<file path="config.mk">
export PLATFORM = sky130hd
export DESIGN_NAME = abx_core
export DESIGN_NICKNAME = d
export VERILOG_FILES = /design/src/rtl/abx_pkg.sv /design/src/rtl/abx_core.sv
export SDC_FILE = /design/constraint.sdc
export NUM_CORES = 2
export LEC_CHECK = 0
export BUFFER_PORTS_ARGS = -buffer_cell sky130_fd_sc_hd__buf_2
export CAP_MARGIN = 15
export CORE_UTILIZATION = 50
export DETAILED_ROUTE_END_ITERATION = 8
export PLACE_DENSITY = 0.67
export REMOVE_ABC_BUFFERS = 1
export SKIP_CTS_REPAIR_TIMING = 1
export SYNTH_ARGS = -nofsm -noshare
export SYNTH_HDL_FRONTEND = slang
export SYNTH_SLANG_ARGS = --single-unit
</file>
<file path="constraint.sdc">
create_clock -name ref_clk_in -period 6.1 [get_ports ref_clk_in]
set_input_delay 0.305 -clock ref_clk_in [delete_from_list [all_inputs] [get_ports ref_clk_in]]
set_output_delay 0.305 -clock ref_clk_in [all_outputs]
set_load 0.05 [all_outputs]
</file>
<file path="src/rtl/abx_pkg.sv">
package abx_pkg;
    localparam int ABX_XLEN = 32;
    localparam logic [31:0] ABX_RESET_PC = 32'h0000_0000;
    localparam logic [31:0] ABX_INSN_STEP = 32'h0000_0002;
    localparam logic [31:0] ABX_PC_BASE_OFS = 32'h0000_0004;
    // opcode match patterns (mask, value)
    localparam logic [15:0] ABX_ADD_OVERFLOW_CHECK_MASK = 16'hf00f;
    localparam logic [15:0] ABX_ADD_OVERFLOW_CHECK_VAL = 16'h300f;
    localparam logic [15:0] ABX_ANDR_MASK = 16'hf00f;
    localparam logic [15:0] ABX_ANDR_VAL = 16'h2009;
    localparam logic [15:0] ABX_HI8_MASK = 16'hff00;
    localparam logic [15:0] ABX_ANDI_VAL = 16'hc900;
    localparam logic [15:0] ABX_ANDM_VAL = 16'hcd00;
    localparam logic [15:0] ABX_BF_VAL = 16'h8b00;
    localparam logic [15:0] ABX_BFS_VAL = 16'h8f00;
    localparam logic [15:0] ABX_HI4_MASK = 16'hf000;
    localparam logic [15:0] ABX_BRA_VAL = 16'ha000;
    // cycle counts
    localparam logic [1:0] ABX_CYC_BF_TAKEN = 2'h3;
    localparam logic [1:0] ABX_CYC_DLY_TAKEN = 2'h2;
    localparam logic [1:0] ABX_CYC_ANDM = 2'h3;

    typedef enum logic [2:0] {
        ABX_ST_FETCH,
        ABX_ST_EXEC,
        ABX_ST_MEM_RD,
        ABX_ST_MEM_WR,
        ABX_ST_STALL
    } abx_state_e;

    // data memory request
    typedef struct packed {
        logic rd;
        logic wr;
        logic [31:0] addr;
        logic [7:0] wdata;
    } abx_dmem_s;
endpackage : abx_pkg

</file>
<file path="src/rtl/abx_core.sv">
// How it works
// - overflow add sums src_reg into dest_reg in one cycle
// - test flag set when operand signs match and result sign differs, else cleared
// - register AND stores into dest_reg, one cycle, test flag untouched
// - immediate AND on reg_zero with zero-extended byte, upper 24 bits cleared
// - byte memory AND at global base plus reg_zero, read-modify-write, 3 cycles
// - branch_if_flag_clear jumps when flag is 0, target from pc plus 4
// - conditional displacement sign-extended from 8 bits and doubled
// - non-delayed conditional branch: 3 cycles taken, 1 cycle not taken
// - plain conditional or unconditional jump in a delay slot is an illegal slot
// - delayed conditional branch runs slot then jumps; 2 cycles taken, 1 not
// - taken delayed conditional branch blocks interrupts, flags branch in slot
// - untaken delayed conditional branch acts as nop, allows interrupts, no slot check
// - delayed target computed before slot executes; slot cannot alter it
// - unconditional delayed jump always branches after slot, 2 cycles
// - 12-bit displacement sign-extended, doubled, added to pc plus 4
// - unconditional delayed jump blocks interrupts, flags branch in its slot
// - branch or undefined code in a slot raises slot-invalid instead of running
module abx_core
    import abx_pkg::*;
(
    input wire logic ref_clk_in,
    input wire logic nrst_in,
    input wire logic [15:0] insn_in,
    input wire logic insn_valid_in,
    input wire logic [7:0] dmem_rdata_in,
    input wire logic dmem_ack_in,
    input wire logic [31:0] global_base_register_in,
    output logic [31:0] fetch_addr_out,
    output logic fetch_req_out,
    output abx_dmem_s dmem_out,
    output logic test_flag_out,
    output logic [31:0] reg_zero_out,
    output logic int_allow_out,
    output logic slot_invalid_out,
    output logic undef_out
);
    logic [31:0] gpr_reg [16];
    logic [31:0] pc_reg;
    logic t_reg;
    abx_state_e state_reg;
    logic [1:0] cyc_reg;
    logic in_slot_reg;
    logic slot_mem_reg;
    logic [31:0] dly_target_reg;
    logic [7:0] imm_reg;
    logic [31:0] fetch_addr_reg;
    logic fetch_req_reg;
    abx_dmem_s dmem_reg;
    logic int_allow_reg;
    logic slot_invalid_reg;
    logic undef_reg;

    // decode
    logic [3:0] rn;
    logic [3:0] rm;
    logic is_add_overflow_check, is_andr, is_andi, is_andm, is_bf, is_bfs, is_bra, is_known, is_branch;
    logic [31:0] disp8, disp12, pc_base, sum;
    logic ovf;
    assign rn = insn_in[11:8];
    assign rm = insn_in[7:4];
    assign is_add_overflow_check = (insn_in & ABX_ADD_OVERFLOW_CHECK_MASK) == ABX_ADD_OVERFLOW_CHECK_VAL;
    assign is_andr = (insn_in & ABX_ANDR_MASK) == ABX_ANDR_VAL;
    assign is_andi = (insn_in & ABX_HI8_MASK) == ABX_ANDI_VAL;
    assign is_andm = (insn_in & ABX_HI8_MASK) == ABX_ANDM_VAL;
    assign is_bf = (insn_in & ABX_HI8_MASK) == ABX_BF_VAL;
    assign is_bfs = (insn_in & ABX_HI8_MASK) == ABX_BFS_VAL;
    assign is_bra = (insn_in & ABX_HI4_MASK) == ABX_BRA_VAL;
    assign is_branch = is_bf | is_bfs | is_bra;
    assign is_known = is_add_overflow_check | is_andr | is_andi | is_andm | is_branch;
    assign disp8 = {{23{insn_in[7]}}, insn_in[7:0], 1'b0};
    assign disp12 = {{19{insn_in[11]}}, insn_in[11:0], 1'b0};
    assign pc_base = pc_reg + ABX_PC_BASE_OFS;
    assign sum = gpr_reg[rn] + gpr_reg[rm];
    // overflow: equal operand signs, different result sign
    assign ovf = (gpr_reg[rn][31] == gpr_reg[rm][31]) && (sum[31] != gpr_reg[rn][31]);

    logic exec_go;
    assign exec_go = state_reg == ABX_ST_EXEC && insn_valid_in;
    // a slot holding a branch or undefined code is trapped instead of executed
    logic slot_bad;
    assign slot_bad = in_slot_reg && (is_branch || !is_known);

    // sequencer: fetch, execute, stalls for taken non-delayed branches, memory states for byte rmw
    always_ff @(posedge ref_clk_in or negedge nrst_in)
    begin
        if (!nrst_in)
        begin
            state_reg <= ABX_ST_FETCH;
            pc_reg <= ABX_RESET_PC;
            cyc_reg <= 2'h0;
            in_slot_reg <= 1'b0;
            dly_target_reg <= 32'h0;
            slot_mem_reg <= 1'b0;
            imm_reg <= 8'h0;
        end
        else
        begin
            unique case (state_reg)
                ABX_ST_FETCH:
                    state_reg <= ABX_ST_EXEC;
                ABX_ST_EXEC:
                    if (insn_valid_in)
                    begin
                        in_slot_reg <= 1'b0;
                        state_reg <= ABX_ST_FETCH;
                        if (slot_bad)
                            pc_reg <= pc_reg; // exception handler takes over
                        else if (in_slot_reg)
                        begin
                            pc_reg <= dly_target_reg;
                            // a byte rmw in the slot still runs its memory cycles first,
                            // otherwise the read request would hang with no state to end it
                            if (is_andm)
                            begin
                                imm_reg <= insn_in[7:0];
                                slot_mem_reg <= 1'b1;
                                state_reg <= ABX_ST_MEM_RD;
                            end
                        end
                        else if (is_bf && !t_reg)
                        begin
                            pc_reg <= pc_base + disp8;
                            cyc_reg <= ABX_CYC_BF_TAKEN - 2'h1;
                            state_reg <= ABX_ST_STALL;
                        end
                        else if ((is_bfs && !t_reg) || is_bra)
                        begin
                            // target latched now, before the slot writes any register
                            dly_target_reg <= pc_base + (is_bra ? disp12 : disp8);
                            in_slot_reg <= 1'b1;
                            pc_reg <= pc_reg + ABX_INSN_STEP;
                        end
                        else if (is_andm)
                        begin
                            imm_reg <= insn_in[7:0];
                            state_reg <= ABX_ST_MEM_RD;
                        end
                        else
                            pc_reg <= pc_reg + ABX_INSN_STEP;
                    end
                ABX_ST_MEM_RD:
                    if (dmem_ack_in)
                        state_reg <= ABX_ST_MEM_WR;
                ABX_ST_MEM_WR:
                    if (dmem_ack_in)
                    begin
                        // after a slot access pc already holds the branch target
                        if (!slot_mem_reg)
                            pc_reg <= pc_reg + ABX_INSN_STEP;
                        slot_mem_reg <= 1'b0;
                        state_reg <= ABX_ST_FETCH;
                    end
                ABX_ST_STALL:
                begin
                    cyc_reg <= cyc_reg - 2'h1;
                    if (cyc_reg == 2'h1)
                        state_reg <= ABX_ST_FETCH;
                end
                default:
                    state_reg <= ABX_ST_FETCH;
            endcase
        end
    end

    // register file and test flag
    always_ff @(posedge ref_clk_in or negedge nrst_in)
    begin
        if (!nrst_in)
        begin
            for (int i = 0; i < 16; i++)
                gpr_reg[i] <= 32'h0;
            t_reg <= 1'b0;
        end
        else if (exec_go && !slot_bad)
        begin
            if (is_add_overflow_check)
            begin
                gpr_reg[rn] <= sum;
                t_reg <= ovf;
            end
            else if (is_andr)
                gpr_reg[rn] <= gpr_reg[rn] & gpr_reg[rm];
            else if (is_andi)
                gpr_reg[0] <= {24'h0, gpr_reg[0][7:0] & insn_in[7:0]};
        end
    end

    // byte read-modify-write at global base plus reg_zero
    always_ff @(posedge ref_clk_in or negedge nrst_in)
    begin
        if (!nrst_in)
            dmem_reg <= '0;
        else if (exec_go && !slot_bad && is_andm)
        begin
            dmem_reg.rd <= 1'b1;
            dmem_reg.addr <= global_base_register_in + gpr_reg[0];
        end
        else if (state_reg == ABX_ST_MEM_RD && dmem_ack_in)
        begin
            dmem_reg.rd <= 1'b0;
            dmem_reg.wr <= 1'b1;
            dmem_reg.wdata <= dmem_rdata_in & imm_reg;
        end
        else if (state_reg == ABX_ST_MEM_WR && dmem_ack_in)
            dmem_reg.wr <= 1'b0;
    end

    // fetch port and event outputs
    always_ff @(posedge ref_clk_in or negedge nrst_in)
    begin
        if (!nrst_in)
        begin
            fetch_addr_reg <= ABX_RESET_PC;
            fetch_req_reg <= 1'b0;
            int_allow_reg <= 1'b0;
            slot_invalid_reg <= 1'b0;
            undef_reg <= 1'b0;
        end
        else
        begin
            fetch_req_reg <= state_reg == ABX_ST_FETCH;
            fetch_addr_reg <= pc_reg;
            slot_invalid_reg <= exec_go && slot_bad;
            undef_reg <= exec_go && !in_slot_reg && !is_known;
            // interrupts held off between a taken delayed branch and its slot
            if (exec_go)
                int_allow_reg <= !(!in_slot_reg && ((is_bfs && !t_reg) || is_bra));
        end
    end

    assign fetch_addr_out = fetch_addr_reg;
    assign fetch_req_out = fetch_req_reg;
    assign dmem_out = dmem_reg;
    assign test_flag_out = t_reg;
    assign reg_zero_out = gpr_reg[0];
    assign int_allow_out = int_allow_reg;
    assign slot_invalid_out = slot_invalid_reg;
    assign undef_out = undef_reg;

    property p_add_overflow_check_flag;
        @(posedge ref_clk_in) disable iff (!nrst_in)
        (exec_go && !slot_bad && is_add_overflow_check) |=> (t_reg == (($past(gpr_reg[rn][31]) ==
            $past(gpr_reg[rm][31])) && (gpr_reg[$past(rn)][31] != $past(gpr_reg[rn][31]))));
    endproperty
    a_add_overflow_check_flag: assert property (p_add_overflow_check_flag) else $error("overflow flag wrong");

    property p_add_overflow_check_sum;
        @(posedge ref_clk_in) disable iff (!nrst_in)
        (exec_go && !slot_bad && is_add_overflow_check) |=>
            (gpr_reg[$past(rn)] == $past(gpr_reg[rn]) + $past(gpr_reg[rm]));
    endproperty
    a_add_overflow_check_sum: assert property (p_add_overflow_check_sum) else $error("overflow add sum wrong");

    property p_andr_keeps_t;
        @(posedge ref_clk_in) disable iff (!nrst_in)
        (exec_go && is_andr) |=> $stable(t_reg);
    endproperty
    a_andr_keeps_t: assert property (p_andr_keeps_t) else $error("and changed flag");

    property p_andi_upper;
        @(posedge ref_clk_in) disable iff (!nrst_in)
        (exec_go && !slot_bad && is_andi) |=> (gpr_reg[0][31:8] == 24'h0);
    endproperty
    a_andi_upper: assert property (p_andi_upper) else $error("upper bits kept");

    property p_bf_taken;
        @(posedge ref_clk_in) disable iff (!nrst_in)
        (exec_go && !in_slot_reg && is_bf && !t_reg) |=> (state_reg == ABX_ST_STALL)[*2]
            ##1 (state_reg == ABX_ST_FETCH);
    endproperty
    a_bf_taken: assert property (p_bf_taken) else $error("taken branch cycles");

    property p_slot_trap;
        @(posedge ref_clk_in) disable iff (!nrst_in)
        (exec_go && in_slot_reg && is_branch) |=> slot_invalid_reg;
    endproperty
    a_slot_trap: assert property (p_slot_trap) else $error("slot branch not trapped");

    property p_bra_target;
        @(posedge ref_clk_in) disable iff (!nrst_in)
        (exec_go && !in_slot_reg && is_bra) |=> (dly_target_reg == $past(pc_base + disp12));
    endproperty
    a_bra_target: assert property (p_bra_target) else $error("jump target wrong");

    property p_no_int;
        @(posedge ref_clk_in) disable iff (!nrst_in)
        (exec_go && !in_slot_reg && is_bra) |=> !int_allow_reg;
    endproperty
    a_no_int: assert property (p_no_int) else $error("interrupt allowed in slot");

    property p_bfs_nt;
        @(posedge ref_clk_in) disable iff (!nrst_in)
        (exec_go && !in_slot_reg && is_bfs && t_reg) |=> (int_allow_reg && !in_slot_reg);
    endproperty
    a_bfs_nt: assert property (p_bfs_nt) else $error("untaken branch not nop");

    property p_slot_redirect;
        @(posedge ref_clk_in) disable iff (!nrst_in)
        (exec_go && in_slot_reg && !slot_bad) |=> (pc_reg == $past(dly_target_reg));
    endproperty
    a_slot_redirect: assert property (p_slot_redirect) else $error("no redirect");

    property p_andm_addr;
        @(posedge ref_clk_in) disable iff (!nrst_in)
        (exec_go && !slot_bad && is_andm) |=> (dmem_reg.rd
            && dmem_reg.addr == $past(global_base_register_in) + $past(gpr_reg[0]));
    endproperty
    a_andm_addr: assert property (p_andm_addr) else $error("byte access address wrong");

    property p_bfs_target;
        @(posedge ref_clk_in) disable iff (!nrst_in)
        (exec_go && !in_slot_reg && is_bfs && !t_reg) |=> (in_slot_reg
            && dly_target_reg == $past(pc_reg) + ABX_PC_BASE_OFS
            + {{23{$past(insn_in[7])}}, $past(insn_in[7:0]), 1'b0});
    endproperty
    a_bfs_target: assert property (p_bfs_target) else $error("delayed target wrong");

    c_bf: cover property (@(posedge ref_clk_in) exec_go && is_bf && !t_reg);
    c_bra: cover property (@(posedge ref_clk_in) exec_go && is_bra);
    c_andm: cover property (@(posedge ref_clk_in) state_reg == ABX_ST_MEM_WR && dmem_ack_in);
    c_trap: cover property (@(posedge ref_clk_in) slot_invalid_reg);
endmodule : abx_core

</file>
After elaboration in Yosys (flattened, before gate mapping)
Index checks and enable logic that the tools add are counted.
Word-level totals
  register bits: 670
  input port bits: 60
  output and inout port bits: 111
  word-level logic and storage cells: 182
Cells by class
  $add $sub $neg: 7
  order comparisons: 3
  equal/unequal tests: 27
  mux-type cells: 57
  bitwise gates (word level): 15
  reduce and logical (&&, ||, !) cells: 40
Operator list (number)
  $bwmux W512: 2
  $mux W32: 16
  $mux W512: 1
  $mux W480: 1
  $bmux W32 S4: 2
  $add A32 B32 Y32: 4
  $demux W32 S4: 1
  $pmux W32 S2: 1
  $add A32 B2 Y32 const B: 1
  $add A32 B3 Y32 const B: 1
  $and A32 B32 Y32: 1
  $eq A8 B8 Y1 const B: 4
  $mux W8: 4
  $ne A2 B2 Y1 const B: 11
  $mux W3: 7
  $reduce_and A6 Y1: 3
  $and A8 B8 Y8: 2
  $eq A8 B6 Y1 const B: 2
  $pmux W3 S5: 1
  $logic_and A1 B1 Y1: 14
  $mux W1: 13
  $mux W2: 6
  $reduce_and A2 Y1: 6
  $ge A5 B5 Y1 const B: 2
  23 further kinds: 43

Depth between registers and ports, before layout
  depth in word-level cells: 13
  gate-level depth with buffers: 18
  mapped depth without buffers: 17

Least setup slack after synthesis
OpenSTA, ideal clock, no wires.
  path type: input to register
  from: input insn_in[8]
  to: register gpr_reg[146] in the netlist's numbering
  library setup time: 0.134 ns
  arrival time: 5.116 ns
  required time: 5.966 ns
  slack: 0.850 ns
  stages: 18
  buffers on the path: 5
  path through: buf_2 buf_2 buf_2 buf_1 mux4_2 mux4_2 ha_1 fa_1 a21o_1 a21oi_1 o21a_1 o21ai_4 a31o_2 a2111oi_0 a21o_1 and2_1 buf_4 a21oi_1
On the way
  cells in the longest elaborated chain, start to end: 10
  elaborated cells on any way between the ends: 30
  classes of those cells: add/sub: 1; order compare: 2; eq/ne: 4; mux: 9; bitwise: 7; reduce/logical: 7
RTL lines
  start, declared: line abx_core.sv:24  | input wire logic [15:0] insn_in,
  branches (longest 10 deep; another with $add A32 B32 Y32)
  end signal, assigned by index: line abx_core.sv:179  | gpr_reg[rn] <= sum;
  end signal, assigned by index: line abx_core.sv:183  | gpr_reg[rn] <= gpr_reg[rn] & gpr_reg[rm];
  end, declared: line abx_core.sv:38  | logic [31:0] gpr_reg [16];
Several ways; the timed one is not identified. The select of a mux whose other input is x is not followed.
A chain may end at the register's enable or synchronous reset.

Worst setup path in the final report
  from: register gpr_reg (netlist bit reg_zero_out[0])
  to: register gpr_reg[210] in the netlist's numbering
On the way
  cells in the longest elaborated chain, start to end: 6
  elaborated cells on any way between the ends: 9
  classes of those cells: add/sub: 1; mux: 8
RTL lines
  $bmux W32 S4: line abx_core.sv:74  | assign sum = gpr_reg[rn] + gpr_reg[rm];
  $mux W32 (implied by the code) (2 in a row): line abx_core.sv:74
  $add A32 B32 Y32 *: line abx_core.sv:74
  $bwmux W512 *: line abx_core.sv:179
  $mux W512 *: line abx_core.sv:177  | if (is_add_overflow_check)
Mark *: on every way between the ends. The rest lies on a longest branch, timed or not. The select of a mux whose other input is x is not followed.

==> impl_metrics.env <==
export IMPL_violations="hold timing"
export IMPL_synth_compound_area_share_pct=16.2
export IMPL_rsz0062_at_grt="false"
export IMPL_slew_headroom_pct=14.6
export IMPL_yosys_area_share_adder_pct=3.95
export IMPL_dp_hpwl_um=84800
export IMPL_ys_seq_area_share_pct=41.5
export IMPL_place_inst=4901
export IMPL_synth_cell_types=96
export IMPL_power_internal_w=0.00850
export IMPL_fin_crit_ns=5.08
export IMPL_htree_levels=3
export IMPL_largest_reg_flops=480
export IMPL_fp_dieW_um=286
export IMPL_crit_required_ns=6.58
export IMPL_core_area_mm2=0.0795
export IMPL_synthXorXnorAreaFrac_pct=3.08
export IMPL_grt_max_degree=148
export IMPL_cts_buffers=75
export IMPL_drv_slew=0
export IMPL_first_global_vias=31600
export IMPL_yosys_area_share_simple_pct=11.9
export IMPL_final_nets=4124
export IMPL_cp_arrival_ns=5.56
export IMPL_ir_drop_mv=0.193
export IMPL_synth_ff_type="dfrtp_1"
export IMPL_area_growth_pct=10.7
export IMPL_total_power_w=0.0124
export IMPL_crit_type="reg -> reg"
export IMPL_status="complete, but fails checks"
export IMPL_synth_commonest_cells="dfrtp_1, nand2_1, o21ai_0"
export IMPL_synth_top_cell_by_area="dfrtp_1"
export IMPL_grt_first_pass_wirelength_um=194000
export IMPL_finalNonFillerCells=5045
export IMPL_yosys_register_bits=670
export IMPL_io_pins=171
export IMPL_cts_root_buffer_cell="clkbuf_16"
export IMPL_synth_most_common_cell="dfrtp_1"
export IMPL_rows=103
export IMPL_worstPathMaxFanout=12
export IMPL_syn_avg_cell_area_um2=10.3
export IMPL_hold_viol_final=1
export IMPL_synthDominantCellAreaShare_pct=41.5
export IMPL_initial_core_util_pct=50.9
export IMPL_synthCells=3912
export IMPL_switchingPower_w=0.00387
export IMPL_synth_top_family_by_area="multiplexers"
export IMPL_power_density_mw_per_mm2=276
export IMPL_synth_area_mux_share_pct=19.8
export IMPL_fmax_mhz=197
export IMPL_gp_congestion=0.971
export IMPL_track_usage_pct=31.1
export IMPL_tns_ns=0
export IMPL_die_area_mm2=0.0820
export IMPL_yosysWarnings=0
export IMPL_drt_initial_drc_count=3247
export IMPL_power_frac_seq_pct=40.4
export IMPL_cts_sinks=670
export IMPL_synth_edff_count=0
export IMPL_cts_tree="built"
export IMPL_hp_class="in -> reg"
export IMPL_combPwrFrac_pct=20.8
export IMPL_maxCapViolCount=0
export IMPL_clkPwrFrac_pct=38.8
export IMPL_drc=0
export IMPL_endpoint_kind="register"
export IMPL_port_buffers=170
export IMPL_firstDrtPassIters=5
export IMPL_netlist_area_mm2=0.0404
export IMPL_wl_um=126000
export IMPL_clk_pin_slew_worst_paths_ns=0.06
export IMPL_fin_skew_ns=0.0355
export IMPL_wl_per_cell_um=24.9
export IMPL_cts_path_max_buffers=3
export IMPL_postRouteAntennaNets=0
export IMPL_die_h_um=286
export IMPL_grt_antenna_before_repair=3
export IMPL_p_leak_nw=19.4
export IMPL_synthTopCellsByArea="dfrtp_1, mux4_2, o21ai_0"
export IMPL_period_share_pct=83.3
export IMPL_gr_total_overflow=0
export IMPL_whs_ns=-0.000982
export IMPL_post_route_util_pct=56.3
export IMPL_start_kind="register"
export IMPL_netSwitchingFraction_pct=31.3
export IMPL_via_per_inst=6.39
export IMPL_drive_gt1_share_pct=20.4
export IMPL_async_reset_ff_share_pct=100
export IMPL_setup_viol=0
export IMPL_worstSkewPairLatency_ns=0.65
export IMPL_vias=32200
export IMPL_worstMarginPinSlew_ns=1.28
-- critical path, stage by stage (launching register included) --
cell	delay (ns)
dfrtp_1	0.49
mux4_2	0.50
mux4_2	0.46
ha_1	0.28
fa_1	0.48
a21o_1	0.19
a21oi_1	0.39
o21a_1	0.26
o21ai_4	0.13
a31o_2	0.30
a2111oi_0	0.62
a21o_1	0.21
and2_1	0.46
a21oi_1	0.16
-- power groups by stage --
stage               combinational [W]  sequential [W]  clock [W]
floorplan                     0.00149         0.00527          0
global placement              0.00252         0.00506          0
detailed placement            0.00254         0.00506          0
CTS                           0.00255         0.00498    0.00484
global route                  0.00281         0.00503    0.00501
finish                        0.00258         0.00499    0.00480
-- logic make-up after synthesis --
| logic type | Yosys count |
|---|---|
| mux | 393 |
| simple gates | 1105 |
| buf+inv | 355 |
| compound gates | 1121 |
| xor+xnor | 142 |
| fa+ha+maj | 126 |
| flops | 670 |
-- area by class of cell --
| class | instances | area (um2) |
|---|---|---|
| fillers | 6778 | 34700 |
| diodes | 1 | 2.50 |
| multi-input cells | 2887 | 22200 |
| clock inverters | 34 | 459 |
| repair buffers | 267 | 1730 |
| inverters | 37 | 139 |
| clock buffers | 99 | 2130 |
| well taps | 1050 | 1310 |
| flip-flops and latches | 670 | 16800 |
-- path summary, 6_finish.rpt --
path	endpoint	from	cells after the start	slack [ns]
worst max register to register	gpr_reg[210]$_DFFE_PN0P_	reg_zero_out[0]$_DFFE_PN0P_	13	1.02
max in group asynchronous	gpr_reg[156]$_DFFE_PN0P_	nrst_in	3	4.48
worst min-delay path	state_reg[2]$_DFFE_PN0P_	insn_valid_in	3	-0.001
min in group asynchronous	dmem_out[8]$_DFFE_PN0P_	nrst_in	2	0.27
worst min register to register	fetch_addr_out[0]$_DFF_PN0_	pc_reg[0]$_DFFE_PN0P_	0	0.44
worst max-delay path	gpr_reg[210]$_DFFE_PN0P_	reg_zero_out[0]$_DFFE_PN0P_	13	1.02
-- through the flow --
step | worst slack [ns] | hold WS [ns] | cell area [um2]
after floorplan | 1.65 | 0.00941 | 39100
after global routing | 0.851 | 0.0171 | 44800
after global placement | 0.627 | 0.369 | 42100
final | 1.02 | -0.000982 | 44800
after CTS | 1.13 | -0.297 | 44700
after detailed placement | 0.612 | 0.380 | 42100
-- per-layer routing --
| layer | global-route usage, % | wire [um] | part of all wire [%] | vias up |
|---|---|---|---|---|
| li1 | - | - | - | 14400 |
| met1 | 43.4 | 52100 | 41 | 16000 |
| met2 | 48.0 | 57600 | 46 | 1491 |
| met3 | 6.47 | 11500 | 9.2 | 299 |
| met4 | 11.8 | 4500 | 3.6 | 6 |
| met5 | 0 | 38 | 0.030 | - |
-- cell usage in the layout, fill, tap and decap left out, types with 37 or more instances in the layout --
cell type  netlist  layout
mux4_2         320     320
nor2_1         231     227
nand2_1        627     622
a21o_1          67      67
inv_1           37      37
o21ai_0        511     511
a21oi_1        278     278
xor2_1          64      64
dfrtp_1        670     670
ha_1           123     123
mux2_2          51      51
clkbuf_16        0      76
buf_4           35      83
buf_2           22     163
nand3_1         41      41
xnor2_1         78      78
(Power assumes the default switching activity.)
